### src/verilog/rtccs_pkg.sv
/*
  Constants and carrier types for the control, status and reset logic of
  the real-time clock. Assumes a 125 MHz system clock.
*/
package rtccs_pkg;

  // ----------------------------------------------------------------
  // Register addresses
  // ----------------------------------------------------------------
  localparam logic [3:0] ADDR_CS_ONE   = 4'h0;
  localparam logic [3:0] ADDR_CS_TWO   = 4'h1;
  localparam logic [3:0] ADDR_VL_SEC   = 4'h2;
  localparam logic [3:0] ADDR_MIN_ALM  = 4'h9;
  localparam logic [3:0] ADDR_HOUR_ALM = 4'ha;
  localparam logic [3:0] ADDR_DAY_ALM  = 4'hb;
  localparam logic [3:0] ADDR_WDAY_ALM = 4'hc;
  localparam logic [3:0] ADDR_CLOCK_OUTPUT_PIN   = 4'hd;
  localparam logic [3:0] ADDR_TIMER_CT = 4'he;

  // ----------------------------------------------------------------
  // Field positions
  // ----------------------------------------------------------------
  localparam int CS1_TEST_BIT   = 7;
  localparam int CS1_HALT_BIT   = 5;
  localparam int CS1_PERMIT_BIT = 3;
  localparam int CS2_TP_BIT     = 4;
  localparam int CS2_AF_BIT     = 3;
  localparam int CS2_TF_BIT     = 2;
  localparam int CS2_AIE_BIT    = 1;
  localparam int CS2_TIE_BIT    = 0;
  localparam int TOP_BIT        = 7;

  // ----------------------------------------------------------------
  // Reset values
  // ----------------------------------------------------------------
  localparam logic       RST_TEST   = 1'b0;
  localparam logic       RST_HALT   = 1'b0;
  localparam logic       RST_PERMIT = 1'b1;
  localparam logic [4:0] RST_CS2    = 5'h00;
  localparam logic       RST_VL     = 1'b1;
  localparam logic [3:0] RST_AE     = 4'hf;
  localparam logic [1:0] RST_FD     = 2'h0;
  localparam logic       RST_TE     = 1'b0;
  localparam logic [1:0] RST_TD     = 2'h3;

  // ----------------------------------------------------------------
  // Timing
  // ----------------------------------------------------------------
  localparam int CLK_MHZ          = 125;
  localparam int OVR_STEP_MIN_NS  = 1000;
  localparam int OVR_STEP_CYC     = (OVR_STEP_MIN_NS * CLK_MHZ + 999) / 1000;
  localparam int OVR_CNT_W        = $clog2(OVR_STEP_CYC + 1);
  localparam int IRQ_PULSE_NS     = 15625;
  localparam int IRQ_PULSE_CYC    = (IRQ_PULSE_NS * CLK_MHZ) / 1000;
  localparam int IRQ_CNT_W        = $clog2(IRQ_PULSE_CYC + 1);

  // Override entry pattern, {scl,sda} per step, step 0 in low bits
  localparam logic [7:0] OVR_SEQ  = 8'h4e;
  localparam logic [1:0] OVR_LAST = 2'h3;

  // ----------------------------------------------------------------
  // Types
  // ----------------------------------------------------------------
  typedef enum logic [1:0] {
    OVR_WAIT = 2'b00,
    OVR_HOLD = 2'b01,
    OVR_DONE = 2'b10
  } rtccs_ovr_e;

  typedef struct packed {
    logic       wr;
    logic       rd;
    logic [3:0] addr;
    logic [7:0] wdata;
  } rtccs_req_s;

endpackage

### src/verilog/rtccs_top.sv
/*
  Control/status registers, internal reset and reset-override detector
  of the real-time clock, with interrupt output gating.
  Assumes the serial-bus engine delivers byte accesses as rtccs_req_s on
  mclk; the pins and oscillator status arrive asynchronously.
*/
// Contract
// - Control one bit 7 selects external-drive test mode; zero is normal.
// - Halt bit 5 stops time-keeping and clears the divider chain.
// - While halted, the clock output carries the undivided oscillator.
// - While halted, the serial-bus watchdog is disabled.
// - Control one bit 3 permits reset override; resets to one.
// - Level mode: interrupt asserted while enabled timer or alarm flag set.
// - Alarm and timer enables gate their flags onto the interrupt.
// - Pulse mode: timer events pulse; enabled alarm flag holds output low.
// - Control two bit 3 reads alarm flag; writing zero clears it.
// - Control two bit 2 reads timer flag; writing zero clears it.
// - Internal reset held while the oscillator is stopped.
// - Reset initialises bus logic including the address pointer.
// - No bus transfers are served during reset.
// - Reset loads the documented values into the defined bits.
// - Bits without reset value are untouched by reset.
// - Recognised override leaves reset at once and opens the bus.
// - Writing permit zero cancels an active override.
// - Override entry ignored unless the permit bit is one.
// - Clearing permit otherwise only blocks override entry.
// - Voltage-low flag, set by reset, marks time as untrustworthy.
`timescale 1ns/1ps
module rtccs_top
  import rtccs_pkg::*;
(
  input  wire logic       mclk,
  input  wire logic       reset_n,
  input  wire logic       osc_running,
  input  wire logic       vlow_detect,
  input  wire logic       scl_in,
  input  wire logic       sda_in,
  input  wire logic       alarm_event,
  input  wire logic       timer_event,
  input  wire rtccs_req_s reg_req,
  output logic [7:0]      reg_rdata_r,
  output logic            internal_reset_r,
  output logic            bus_reset_r,
  output logic            bus_enable_r,
  output logic            external_drive_test_mode_r,
  output logic            timekeep_run_r,
  output logic            divider_clear_r,
  output logic            clock_output_pin_undivided_r,
  output logic            watchdog_enable_r,
  output logic            voltage_low_flag_r,
  output logic [3:0]      alarm_disable_r,
  output logic [1:0]      clock_output_pin_freq_select_r,
  output logic            timer_run_r,
  output logic [1:0]      timer_source_select_r,
  output logic            irq_o_r,
  output logic            irq_oe_r
);

  // ----------------------------------------------------------------
  // Synchronisers
  // ----------------------------------------------------------------
  logic [3:0] sync1_r;
  logic [3:0] sync2_r;
  logic       osc_ok;
  logic       vlow_s;
  logic [1:0] pins;

  always_ff @(posedge mclk) begin
    sync1_r <= {osc_running, vlow_detect, scl_in, sda_in};
    sync2_r <= sync1_r;
  end

  assign osc_ok = sync2_r[3];
  assign vlow_s = sync2_r[2];
  assign pins   = sync2_r[1:0];

  // ----------------------------------------------------------------
  // Internal reset
  // ----------------------------------------------------------------
  logic override_r;
  logic rst_any;
  logic wr_ok;
  logic rd_ok;

  // Only the chip reset or permit zero clears the override; the internal reset must not
  always_ff @(posedge mclk) begin
    if (!reset_n) begin
      internal_reset_r <= 1'b1;
    end else begin
      internal_reset_r <= !osc_ok && !override_r;
    end
  end

  assign rst_any = !reset_n || internal_reset_r;
  assign wr_ok   = reg_req.wr && !rst_any;
  assign rd_ok   = reg_req.rd && !rst_any;

  always_ff @(posedge mclk) begin
    if (!reset_n) begin
      bus_reset_r  <= 1'b1;
      bus_enable_r <= 1'b0;
    end else begin
      bus_reset_r  <= !osc_ok && !override_r;
      bus_enable_r <= osc_ok || override_r;
    end
  end

  // ----------------------------------------------------------------
  // Control one
  // ----------------------------------------------------------------
  logic halt_r;
  logic permit_r;

  always_ff @(posedge mclk) begin
    if (rst_any) begin
      external_drive_test_mode_r <= RST_TEST;
      halt_r                     <= RST_HALT;
      permit_r                   <= RST_PERMIT;
    end else if (wr_ok && reg_req.addr == ADDR_CS_ONE) begin
      external_drive_test_mode_r <= reg_req.wdata[CS1_TEST_BIT];
      halt_r                     <= reg_req.wdata[CS1_HALT_BIT];
      permit_r                   <= reg_req.wdata[CS1_PERMIT_BIT];
    end
  end

  always_ff @(posedge mclk) begin
    if (rst_any) begin
      timekeep_run_r     <= 1'b1;
      divider_clear_r    <= 1'b0;
      clock_output_pin_undivided_r <= 1'b0;
      watchdog_enable_r  <= 1'b1;
    end else begin
      timekeep_run_r     <= !halt_r;
      divider_clear_r    <= halt_r;
      clock_output_pin_undivided_r <= halt_r;
      watchdog_enable_r  <= !halt_r;
    end
  end

  // ----------------------------------------------------------------
  // Control two and flags
  // ----------------------------------------------------------------
  logic tp_r;
  logic af_r;
  logic tf_r;
  logic aie_r;
  logic tie_r;
  logic cs2_wr;

  assign cs2_wr = wr_ok && reg_req.addr == ADDR_CS_TWO;

  always_ff @(posedge mclk) begin
    if (rst_any) begin
      {tp_r, af_r, tf_r, aie_r, tie_r} <= RST_CS2;
    end else begin
      if (cs2_wr) begin
        tp_r  <= reg_req.wdata[CS2_TP_BIT];
        aie_r <= reg_req.wdata[CS2_AIE_BIT];
        tie_r <= reg_req.wdata[CS2_TIE_BIT];
      end
      // Event wins over a clearing write in the same cycle
      if (alarm_event) begin
        af_r <= 1'b1;
      end else if (cs2_wr && !reg_req.wdata[CS2_AF_BIT]) begin
        af_r <= 1'b0;
      end
      if (timer_event) begin
        tf_r <= 1'b1;
      end else if (cs2_wr && !reg_req.wdata[CS2_TF_BIT]) begin
        tf_r <= 1'b0;
      end
    end
  end

  // ----------------------------------------------------------------
  // Other defined bits (undefined neighbours live elsewhere)
  // ----------------------------------------------------------------
  always_ff @(posedge mclk) begin
    if (rst_any) begin
      voltage_low_flag_r <= RST_VL;
    end else if (vlow_s) begin
      voltage_low_flag_r <= 1'b1;
    end else if (wr_ok && reg_req.addr == ADDR_VL_SEC) begin
      voltage_low_flag_r <= reg_req.wdata[TOP_BIT];
    end
  end

  always_ff @(posedge mclk) begin
    if (rst_any) begin
      alarm_disable_r       <= RST_AE;
      clock_output_pin_freq_select_r  <= RST_FD;
      timer_run_r           <= RST_TE;
      timer_source_select_r <= RST_TD;
    end else if (wr_ok) begin
      case (reg_req.addr)
        ADDR_MIN_ALM:  alarm_disable_r[0] <= reg_req.wdata[TOP_BIT];
        ADDR_HOUR_ALM: alarm_disable_r[1] <= reg_req.wdata[TOP_BIT];
        ADDR_DAY_ALM:  alarm_disable_r[2] <= reg_req.wdata[TOP_BIT];
        ADDR_WDAY_ALM: alarm_disable_r[3] <= reg_req.wdata[TOP_BIT];
        ADDR_CLOCK_OUTPUT_PIN:   clock_output_pin_freq_select_r <= reg_req.wdata[1:0];
        ADDR_TIMER_CT: begin
          timer_run_r           <= reg_req.wdata[TOP_BIT];
          timer_source_select_r <= reg_req.wdata[1:0];
        end
        default: ;
      endcase
    end
  end

  // ----------------------------------------------------------------
  // Read back
  // ----------------------------------------------------------------
  logic [7:0] rd_mux;

  always_comb begin
    rd_mux = 8'h00;
    case (reg_req.addr)
      ADDR_CS_ONE: begin
        rd_mux[CS1_TEST_BIT]   = external_drive_test_mode_r;
        rd_mux[CS1_HALT_BIT]   = halt_r;
        rd_mux[CS1_PERMIT_BIT] = permit_r;
      end
      ADDR_CS_TWO:   rd_mux = {3'h0, tp_r, af_r, tf_r, aie_r, tie_r};
      ADDR_VL_SEC:   rd_mux = {voltage_low_flag_r, 7'h00};
      ADDR_MIN_ALM:  rd_mux = {alarm_disable_r[0], 7'h00};
      ADDR_HOUR_ALM: rd_mux = {alarm_disable_r[1], 7'h00};
      ADDR_DAY_ALM:  rd_mux = {alarm_disable_r[2], 7'h00};
      ADDR_WDAY_ALM: rd_mux = {alarm_disable_r[3], 7'h00};
      ADDR_CLOCK_OUTPUT_PIN:   rd_mux = {6'h00, clock_output_pin_freq_select_r};
      ADDR_TIMER_CT: rd_mux = {timer_run_r, 5'h00, timer_source_select_r};
      default:       rd_mux = 8'h00;
    endcase
  end

  always_ff @(posedge mclk) begin
    if (rst_any) begin
      reg_rdata_r <= 8'h00;
    end else if (rd_ok) begin
      reg_rdata_r <= rd_mux;
    end
  end

  // ----------------------------------------------------------------
  // Interrupt output
  // ----------------------------------------------------------------
  logic [IRQ_CNT_W-1:0] pulse_cnt_r;
  logic                 irq_level;

  always_ff @(posedge mclk) begin
    if (rst_any) begin
      pulse_cnt_r <= '0;
    end else if (timer_event && tie_r && tp_r) begin
      pulse_cnt_r <= IRQ_CNT_W'(IRQ_PULSE_CYC);
    end else if (pulse_cnt_r != '0) begin
      pulse_cnt_r <= pulse_cnt_r - 1'b1;
    end
  end

  assign irq_level = (af_r && aie_r) ||
                     (tp_r ? (pulse_cnt_r != '0 && tie_r)
                           : (tf_r && tie_r));

  // Open drain: drive low only while asserted
  always_ff @(posedge mclk) begin
    if (rst_any) begin
      irq_o_r  <= 1'b1;
      irq_oe_r <= 1'b0;
    end else begin
      irq_o_r  <= !irq_level;
      irq_oe_r <= irq_level;
    end
  end

  // ----------------------------------------------------------------
  // Reset override detector
  // ----------------------------------------------------------------
  rtccs_ovr_e           ovr_st_r;
  logic [1:0]           step_r;
  logic [OVR_CNT_W-1:0] step_cnt_r;
  logic                 step_met;
  logic [1:0]           want;
  logic [1:0]           want_next;

  assign want      = OVR_SEQ[{step_r, 1'b0} +: 2];
  assign want_next = OVR_SEQ[{step_r + 2'h1, 1'b0} +: 2];
  assign step_met  = step_cnt_r >= OVR_CNT_W'(OVR_STEP_CYC);

  // Chip reset, permit zero or active override only; the detector must run while the oscillator is off
  always_ff @(posedge mclk) begin
    if (!reset_n || !permit_r || override_r) begin
      ovr_st_r   <= OVR_WAIT;
      step_r     <= 2'h0;
      step_cnt_r <= '0;
    end else begin
      case (ovr_st_r)
        OVR_WAIT: begin
          step_r     <= 2'h0;
          step_cnt_r <= '0;
          if (pins == OVR_SEQ[1:0]) begin
            ovr_st_r <= OVR_HOLD;
          end
        end
        OVR_HOLD: begin
          if (pins == want) begin
            if (!step_met) begin
              step_cnt_r <= step_cnt_r + 1'b1;
            end else if (step_r == OVR_LAST) begin
              ovr_st_r <= OVR_DONE;
            end
          end else if (step_met && step_r != OVR_LAST &&
                       pins == want_next) begin
            step_r     <= step_r + 2'h1;
            step_cnt_r <= '0;
          end else begin
            ovr_st_r <= OVR_WAIT;
          end
        end
        OVR_DONE: ovr_st_r <= OVR_WAIT;
        default:  ovr_st_r <= OVR_WAIT;
      endcase
    end
  end

  always_ff @(posedge mclk) begin
    if (!reset_n) begin
      override_r <= 1'b0;
    end else if (ovr_st_r == OVR_DONE) begin
      override_r <= 1'b1;
    end else if (!permit_r) begin
      override_r <= 1'b0;
    end
  end

  // ----------------------------------------------------------------
  // Checks
  // ----------------------------------------------------------------
  a_halt_clears_div: assert property (@(posedge mclk) disable iff (rst_any)
    halt_r |=> divider_clear_r && !timekeep_run_r && clock_output_pin_undivided_r)
    else $error("halt not reflected");
  a_halt_no_wdog: assert property (@(posedge mclk) disable iff (rst_any)
    $rose(halt_r) |=> !watchdog_enable_r)
    else $error("watchdog alive in halt");
  a_level_irq: assert property (@(posedge mclk) disable iff (rst_any)
    (!tp_r && tf_r && tie_r) |=> irq_oe_r && !irq_o_r)
    else $error("level irq missing");
  a_gate_irq: assert property (@(posedge mclk) disable iff (rst_any)
    (!aie_r && !tie_r) |=> !irq_oe_r)
    else $error("irq without enable");
  a_alarm_hold: assert property (@(posedge mclk) disable iff (rst_any)
    (tp_r && af_r && aie_r)[*2] |=> irq_oe_r)
    else $error("alarm not held in pulse mode");
  a_af_clear: assert property (@(posedge mclk) disable iff (rst_any)
    (cs2_wr && !reg_req.wdata[CS2_AF_BIT] && !alarm_event) |=> !af_r)
    else $error("alarm flag not cleared");
  a_tf_keep: assert property (@(posedge mclk) disable iff (rst_any)
    (tf_r && cs2_wr && reg_req.wdata[CS2_TF_BIT]) |=> tf_r)
    else $error("timer flag lost");
  a_osc_reset: assert property (@(posedge mclk) disable iff (!reset_n)
    (!osc_ok && !override_r) |=> internal_reset_r && !bus_enable_r)
    else $error("reset not held");
  a_permit_cancel: assert property (@(posedge mclk) disable iff (!reset_n)
    (override_r && !permit_r && ovr_st_r != OVR_DONE) |=> !override_r)
    else $error("override not cancelled");
  a_reset_values: assert property (@(posedge mclk)
    !reset_n |=> permit_r && !halt_r && voltage_low_flag_r &&
                 timer_source_select_r == RST_TD)
    else $error("bad reset values");

endmodule

### config.mk
export PLATFORM = sky130hd
export DESIGN_NAME = rtccs_top
export DESIGN_NICKNAME = d
export VERILOG_FILES = /design/src/verilog/rtccs_pkg.sv /design/src/verilog/rtccs_top.sv
export SDC_FILE = /design/constraint.sdc
export NUM_CORES = 1
export LEC_CHECK = 0
export BUFFER_PORTS_ARGS = -buffer_cell sky130_fd_sc_hd__buf_2
export CAP_MARGIN = 20
export CORE_UTILIZATION = 40
export DETAILED_ROUTE_END_ITERATION = 6
export PLACE_DENSITY_LB_ADDON = 0.25
export SYNTH_ARGS = -nofsm -noshare
export SYNTH_HDL_FRONTEND = slang
export SYNTH_SLANG_ARGS = --single-unit
### constraint.sdc
create_clock -name mclk -period 2.5 [get_ports mclk]
set_input_delay 0.5 -clock mclk [delete_from_list [all_inputs] [get_ports mclk]]
set_output_delay 0.5 -clock mclk [all_outputs]
set_load 0.02 [all_outputs]
==> impl_metrics.tcl, run 1 <==
set metrics [dict create \
    diodes 0 \
    required_ns 2.72 \
    post-synth-top-area-fraction_pct 45.9 \
    grt_pass1_wl_mm 10.0 \
    cp-end-kind "flip-flop" \
    grt_overflow 0 \
    grt_usage_pct 17.6 \
    critical_path_class "flip-flop to flip-flop" \
    fmax_mhz 480 \
    fp.dieArea_um2 7100 \
    hold_ws_ns 0.273 \
    cts_buffer_depth 2 \
    worst-path-buf-inv 0 \
    worstPathArrival_ns 2.31 \
    synth_fp_nets 339 \
    leakage_nw 1.27 \
    placed_cell_area_um2 2990 \
    h-tree-depth 3 \
    fin_setup_tns_ns 0 \
    path_cells "ha_1 -> xnor2_1 -> or3_1 -> o221a_4 -> or2_1 -> a31o_1" \
    cp-startpoint "step_r[0]" \
    io_pins 50 \
    max_cap_viol_count 0 \
    dpl.cell_count 424 \
    routedWlPerCell_um 13.2 \
    power.density_nw_per_um2 641 \
    via_count 2357 \
    grt_pass1_vias 2109 \
    synthCells 312 \
    violations "DRC" \
    status "finished with violations" \
    setup_viol 0 \
    grt_max_degree 24 \
    utilization_pct 49.6 \
    ys_ff_latch 62 \
    worstMarginPinSlew_ns 0.912 \
    core_um2 6420 \
    drt-pass1-iter-count 6 \
    fin_crit_ns 2.08 \
    antenna_found_initial 0 \
    p_total_mw 2.04 \
    drt_wl_total_mm 5.81 \
    pre_cts_ws_ns 0.422 \
    worst_slack_ns 0.417 \
    crit_end "step_cnt_r[0]" \
    hp-class "input pin to flip-flop" \
    synth-seq-area-share_pct 45.9 \
    die_w_um 84.2 \
    synth-main-ff-cell "dfxtp_1" \
    via_per_inst 5.37 \
    cpMaxStageDelayCell "dfxtp_1" \
    rr_worst_depth 6 \
    gp_congestion 0.764 \
    peakVddDrop_uv 297 \
    dp_hpwl_mm 4.06 \
    clk_pin_slew_ns 0.07 \
    cp.depth 6 \
    clkLatencyLatePin_ns 0.33 \
    drive_gt1_share_pct 20.4 \
    timing.rr.start "step_r[0]" \
    ctsResizeCount 0 \
    drt_iter0_drc 118 \
    start_util_pct 42.1 \
    synth_area_leaders "dfxtp_1 (46%), a21oi_1 (5.9%), nand2_1 (5.4%)" \
    instances_no_fill 439 \
    slew_viol_final 0 \
    slew_headroom_pct 39.2 \
    crit_path_start_kind "flip-flop" \
    yosys_warnings 0 \
    netlist.top_cell.by_area "dfxtp_1" \
    dieHeight_um 84.2 \
    post-route-drc-count 2 \
    cts_hold_buf 0 \
    min_period_over_period_pct 83.3 \
    cts_sinks 62 \
    synth.distinct_cells 50 \
    rsz0062_at_grt "false" \
    synth-edff-count 0 \
    ff2ff_setup_slack_ns 0.42 \
    synth.cell_area_um2 2710 \
    fin_nets 385 \
    io_buffers 47 \
    post_cts_buffers 0 \
    design_area_um2 3180 \
    num_rows 29 \
    synthArstFlopShare_pct 0 \
    worstPathMaxFanout 7 \
    syn2layout_area_growth_pct 17.7 \
    cpPeakStageDelay_ns 0.43 \
    ant_nets 0 \
    r2r_end "step_cnt_r[0]" \
    cts-root-buf "clkbuf_8" \
    syn_area_per_cell_um2 8.67 \
    crit_family "simple AND/OR/NAND/NOR gates" \
    fin_skew_ns 0.00850 \
    numCtsBuffers 9 \
    cts_tree "built" \
    hold_violations 0 \
]
==> layout make-up <==
cell class | instances | area (µm²)
Clock buffer | 11 | 141
Clock inverter | 4 | 47.5
Fill cell | 623 | 3240
Inverter | 13 | 48.8
Multi-Input combinational cell | 220 | 1340
Sequential cell | 62 | 1240
Tap cell | 77 | 96.3
Timing Repair Buffer | 52 | 273
==> worst reg2reg max path, delay by kind of cell (launching register included) <==
kind	cells	cell delay, ns
adder cells (fa/ha/maj)	1	0.29
AND/OR/NAND/NOR	2	0.59
flip-flops	1	0.43
XOR/XNOR	1	0.15
AO/OA/AOI/OAI	2	0.52
==> worst min-delay path by stage <==
stage	cells past startpoint	end	slack [ns]	from
2_1_floorplan	0	sync2_r[0]	0.31	sync1_r[0]
3_3_place_gp	0	sync2_r[2]	0.31	sync1_r[2]
3_5_place_dp	0	sync2_r[1]	0.31	sync1_r[1]
4_1_cts	1	sync1_r[3]	0.25	osc_running
5_1_grt	1	sync1_r[3]	0.25	osc_running
6_report	1	sync1_r[3]	0.27	osc_running
==> state kept, by name (all words and copies together), names as in the netlist, 2 cells and up <==
signal	count
timer_source_select_r	2
ovr_st_r	2
sync2_r	4
alarm_disable_r	4
step_cnt_r	7
sync1_r	4
clock_output_pin_freq_select_r	2
reg_rdata_r	7
step_r	2
pulse_cnt_r	11
==> layout by cell type, fill, tap and decap left out, types with 3 or more instances in the layout <==
cell,n
xor2_1,3
nor3_1,8
and3_1,5
buf_2,47
nand3_1,24
o21ai_0,4
inv_1,13
nand3b_1,4
a21oi_1,32
nand2_1,39
a22oi_1,3
nand4_1,7
and4b_1,3
o311ai_0,4
o21ai_1,3
buf_4,5
mux2i_1,6
dfxtp_1,62
a31oi_1,3
ha_1,5
nor4_1,4
nor2b_1,6
xnor2_1,7
nor2_1,19
clkbuf_8,10
==> Yosys cell counts, types with 2 or more instances <==
| library cell | count |
|---|---|
| a211oi_1 | 2 |
| a21oi_1 | 32 |
| a22oi_1 | 3 |
| a31oi_1 | 3 |
| and3_1 | 5 |
| and4b_1 | 3 |
| buf_4 | 4 |
| clkbuf_1 | 12 |
| dfxtp_1 | 62 |
| ha_1 | 5 |
| inv_1 | 13 |
| mux2i_1 | 6 |
| nand2_1 | 39 |
| nand2b_1 | 2 |
| nand3_1 | 24 |
| nand3b_1 | 4 |
| nand4_1 | 7 |
| nor2_1 | 19 |
| nor2b_1 | 6 |
| nor3_1 | 8 |
| nor4_1 | 4 |
| o211ai_1 | 2 |
| o21a_1 | 2 |
| o21ai_0 | 4 |
| o21ai_1 | 3 |
| o311ai_0 | 4 |
| o311ai_1 | 2 |
| o31ai_1 | 2 |
| xnor2_1 | 7 |
| xor2_1 | 3 |
==> layer usage <==
layer / part of all wire (%) / vias to the layer above / track usage [%]
met5: 0 / - / 0
met4: 1.7 / 0 / 7.52
met3: 4.3 / 7 / 5.11
met2: 44 / 58 / 25.6
met1: 50 / 1083 / 24.2
li1: - / 1209 / -
==> cell families (layout without fill, tap and decap cells) <==
family	after synthesis	count (layout)	synth area share, %
AND/OR/NAND/NOR	128	128	24.1
flip-flops	62	62	45.9
multiplexers	7	7	2.64
adder cells (fa/ha/maj)	5	5	2.31
AO/OA/AOI/OAI	69	69	16.9
XOR/XNOR	10	10	3.24
buffers and inverters	30	80	4.76
other	1	1	0.139
==> report_power, final <==
group / switching [mW] / total, mW / internal, mW / leakage [nW]
Combinational: 0.107 / 0.180 / 0.0722 / 0.673
Clock: 0.369 / 0.848 / 0.479 / 0.0952
Sequential: 0.0107 / 1.01 / 1.00 / 0.504
(Power assumes the default switching activity.)
==> inputs of run 2 (changes only) <==
==> constraint.sdc (replaced) <==
create_clock -name mclk -period 1.71 [get_ports mclk]
set_input_delay 0.342 -clock mclk [delete_from_list [all_inputs] [get_ports mclk]]
set_output_delay 0.342 -clock mclk [all_outputs]
set_load 0.02 [all_outputs]
==> run 2 against run 1 <==
Largest cell class unchanged. Global-route usage up 1.0 points. Register-to-register slack worse by 0.61 ns. Final cell count up 7.5%. Sequential power up 47%. Die area unchanged. Combinational power up 72%. The flow finishes with violations (DRC, setup timing). Flip-flop and latch count unchanged. Critical path type unchanged. Design area up 11%. Non-clock buffer count up 32. Largest power group unchanged. First-iteration DRC count down 26%. Clock skew about the same.
==> impl_metrics.tcl, run 2 (same netlist as run 1, synthesis figures left out) <==
set metrics [dict create \
    min_period_over_period_pct 111 \
    core_um2 6420 \
    combPwrFrac_pct 9.7 \
    placed_cell_area_um2 3240 \
    cts_hold_buf 0 \
    via_per_inst 5.29 \
    internal_power_mw 2.46 \
    dp_hpwl_mm 4.44 \
    dieHeight_um 84.2 \
    design_area_um2 3530 \
    setup_viol 8 \
    grt_pass1_vias 2326 \
    num_rows 29 \
    cts_sinks 62 \
    numCtsBuffers 9 \
    status "finished with violations" \
    cts-root-buf "clkbuf_8" \
    via_count 2496 \
    fp.dieArea_um2 7100 \
    cts_buffer_depth 2 \
    fin_skew_ns 0.00841 \
    worst_slack_ns -0.191 \
    violations "DRC, setup timing" \
    io_buffers 47 \
    worstPathArrival_ns 2.13 \
    crit_family "simple AND/OR/NAND/NOR gates" \
    leakage_nw 1.47 \
    path_cells "ha_4 -> xnor2_4 -> or3_4 -> o221a_4 -> or2_4 -> a31o_1" \
    grt_max_degree 24 \
    critical_path_class "flip-flop to flip-flop" \
    fin_setup_tns_ns -1.12 \
    p_total_mw 3.19 \
    cp-end-kind "flip-flop" \
    grt_pass1_wl_mm 10.5 \
    largest_reg_flops 11 \
    rsz0062_at_grt "true" \
    cpPeakStageDelay_ns 0.35 \
    peakVddDrop_uv 495 \
    top_regs "pulse_cnt_r (11), reg_rdata_r (7), step_cnt_r (7)" \
    dpl.cell_count 454 \
    cts_tree "built" \
    antenna_found_initial 0 \
    worst-path-buf-inv 0 \
    io_pins 50 \
    fin_crit_ns 1.90 \
    largest_register "pulse_cnt_r" \
    post-route-drc-count 4 \
    max_cap_viol_count 0 \
    worstPathMaxFanout 7 \
    worstMarginPinSlew_ns 0.566 \
    crit_path_start_kind "flip-flop" \
    grt_usage_pct 18.6 \
    hp-class "input pin to flip-flop" \
    drt_iter0_drc 87 \
    final_common_cell "dfxtp_1" \
    drt-pass1-iter-count 6 \
    clkLatencyLatePin_ns 0.34 \
    drive_gt1_share_pct 29.6 \
    instances_no_fill 472 \
    syn2layout_area_growth_pct 30.6 \
    layout_common_cells "dfxtp_1 (60), buf_2 (47), nand2_1 (39)" \
    diodes 0 \
    slew_headroom_pct 62.1 \
    ant_nets 0 \
    power_frac_clock_pct 43.9 \
    fmax_mhz 526 \
    fin_nets 417 \
    cpMaxStageDelayCell "dfxtp_4" \
    gp_congestion 0.819 \
    clk_pin_slew_ns 0.06 \
    final.fill_count 613 \
    utilization_pct 55.0 \
    power.density_nw_per_um2 904 \
    required_ns 1.94 \
    h-tree-depth 3 \
    start_util_pct 42.1 \
    switching_share_pct 22.9 \
    hold_ws_ns 0.107 \
    die_w_um 84.2 \
    seqPwrFrac_pct 46.4 \
    drt_wl_total_mm 6.26 \
    routedWlPerCell_um 13.3 \
    hold_violations 0 \
    pre_cts_ws_ns -0.280 \
    slew_viol_final 0 \
    switchingPower_mw 0.730 \
    grt_overflow 0 \
]
==> run 2: cell count changes in the layout (fill, tap and decap cells not counted), moves of 2 or more <==
cell and delta:
dfxtp_4 +2, buf_4 +32, o311ai_1 +3, nor4_1 -2, dfxtp_1 -2, nor3_1 -2, nor3_2 +2, o311ai_0 -3
==> run 2: worst paths after layout <==
check / from / end / slack, ns / cells past startpoint
max: step_r[0] / step_cnt_r[0] / -0.19 / 6
min: sda_in / sync1_r[0] / 0.11 / 1
max reg2reg: step_r[0] / step_cnt_r[0] / -0.19 / 6
min reg2reg: sync1_r[1] / sync2_r[1] / 0.33 / 0
==> run 2: layout make-up <==
cell class	count	area [µm²]	share of cell area, %
timing repair buffer	84	513	14.5
tap	77	96.3	2.73
inverter	13	48.8	1.38
multi-input combinational	220	1410	39.9
clock buffer	12	145	4.11
clock inverter	4	70.1	1.98
sequential	62	1250	35.3
==> run 2: power by group through the flow <==
| stage | clock (mW) | sequential [mW] | combinational, mW |
|---|---|---|---|
| after floorplan | 0 | 1.51 | 0.186 |
| after global placement | 0 | 1.51 | 0.289 |
| after detailed placement | 0 | 1.51 | 0.291 |
| after CTS | 1.43 | 1.48 | 0.295 |
| after global routing | 1.52 | 1.48 | 0.342 |
| final | 1.40 | 1.48 | 0.309 |
==> run 2: per-layer routing <==
metal	vias up	track usage [%]	share of wire (%)
met5	-	0	0
met4	0	8.46	1.6
met3	9	4.72	4.6
met2	54	30.3	49
met1	1159	23.1	45
li1	1274	-	-
==> run 2: what timing repair did <==
item,in CTS,in global routing
setup buffers,0,2
endpoints found under the setup margin,8,12
gates resized for setup,6,7
pin swaps,7,2
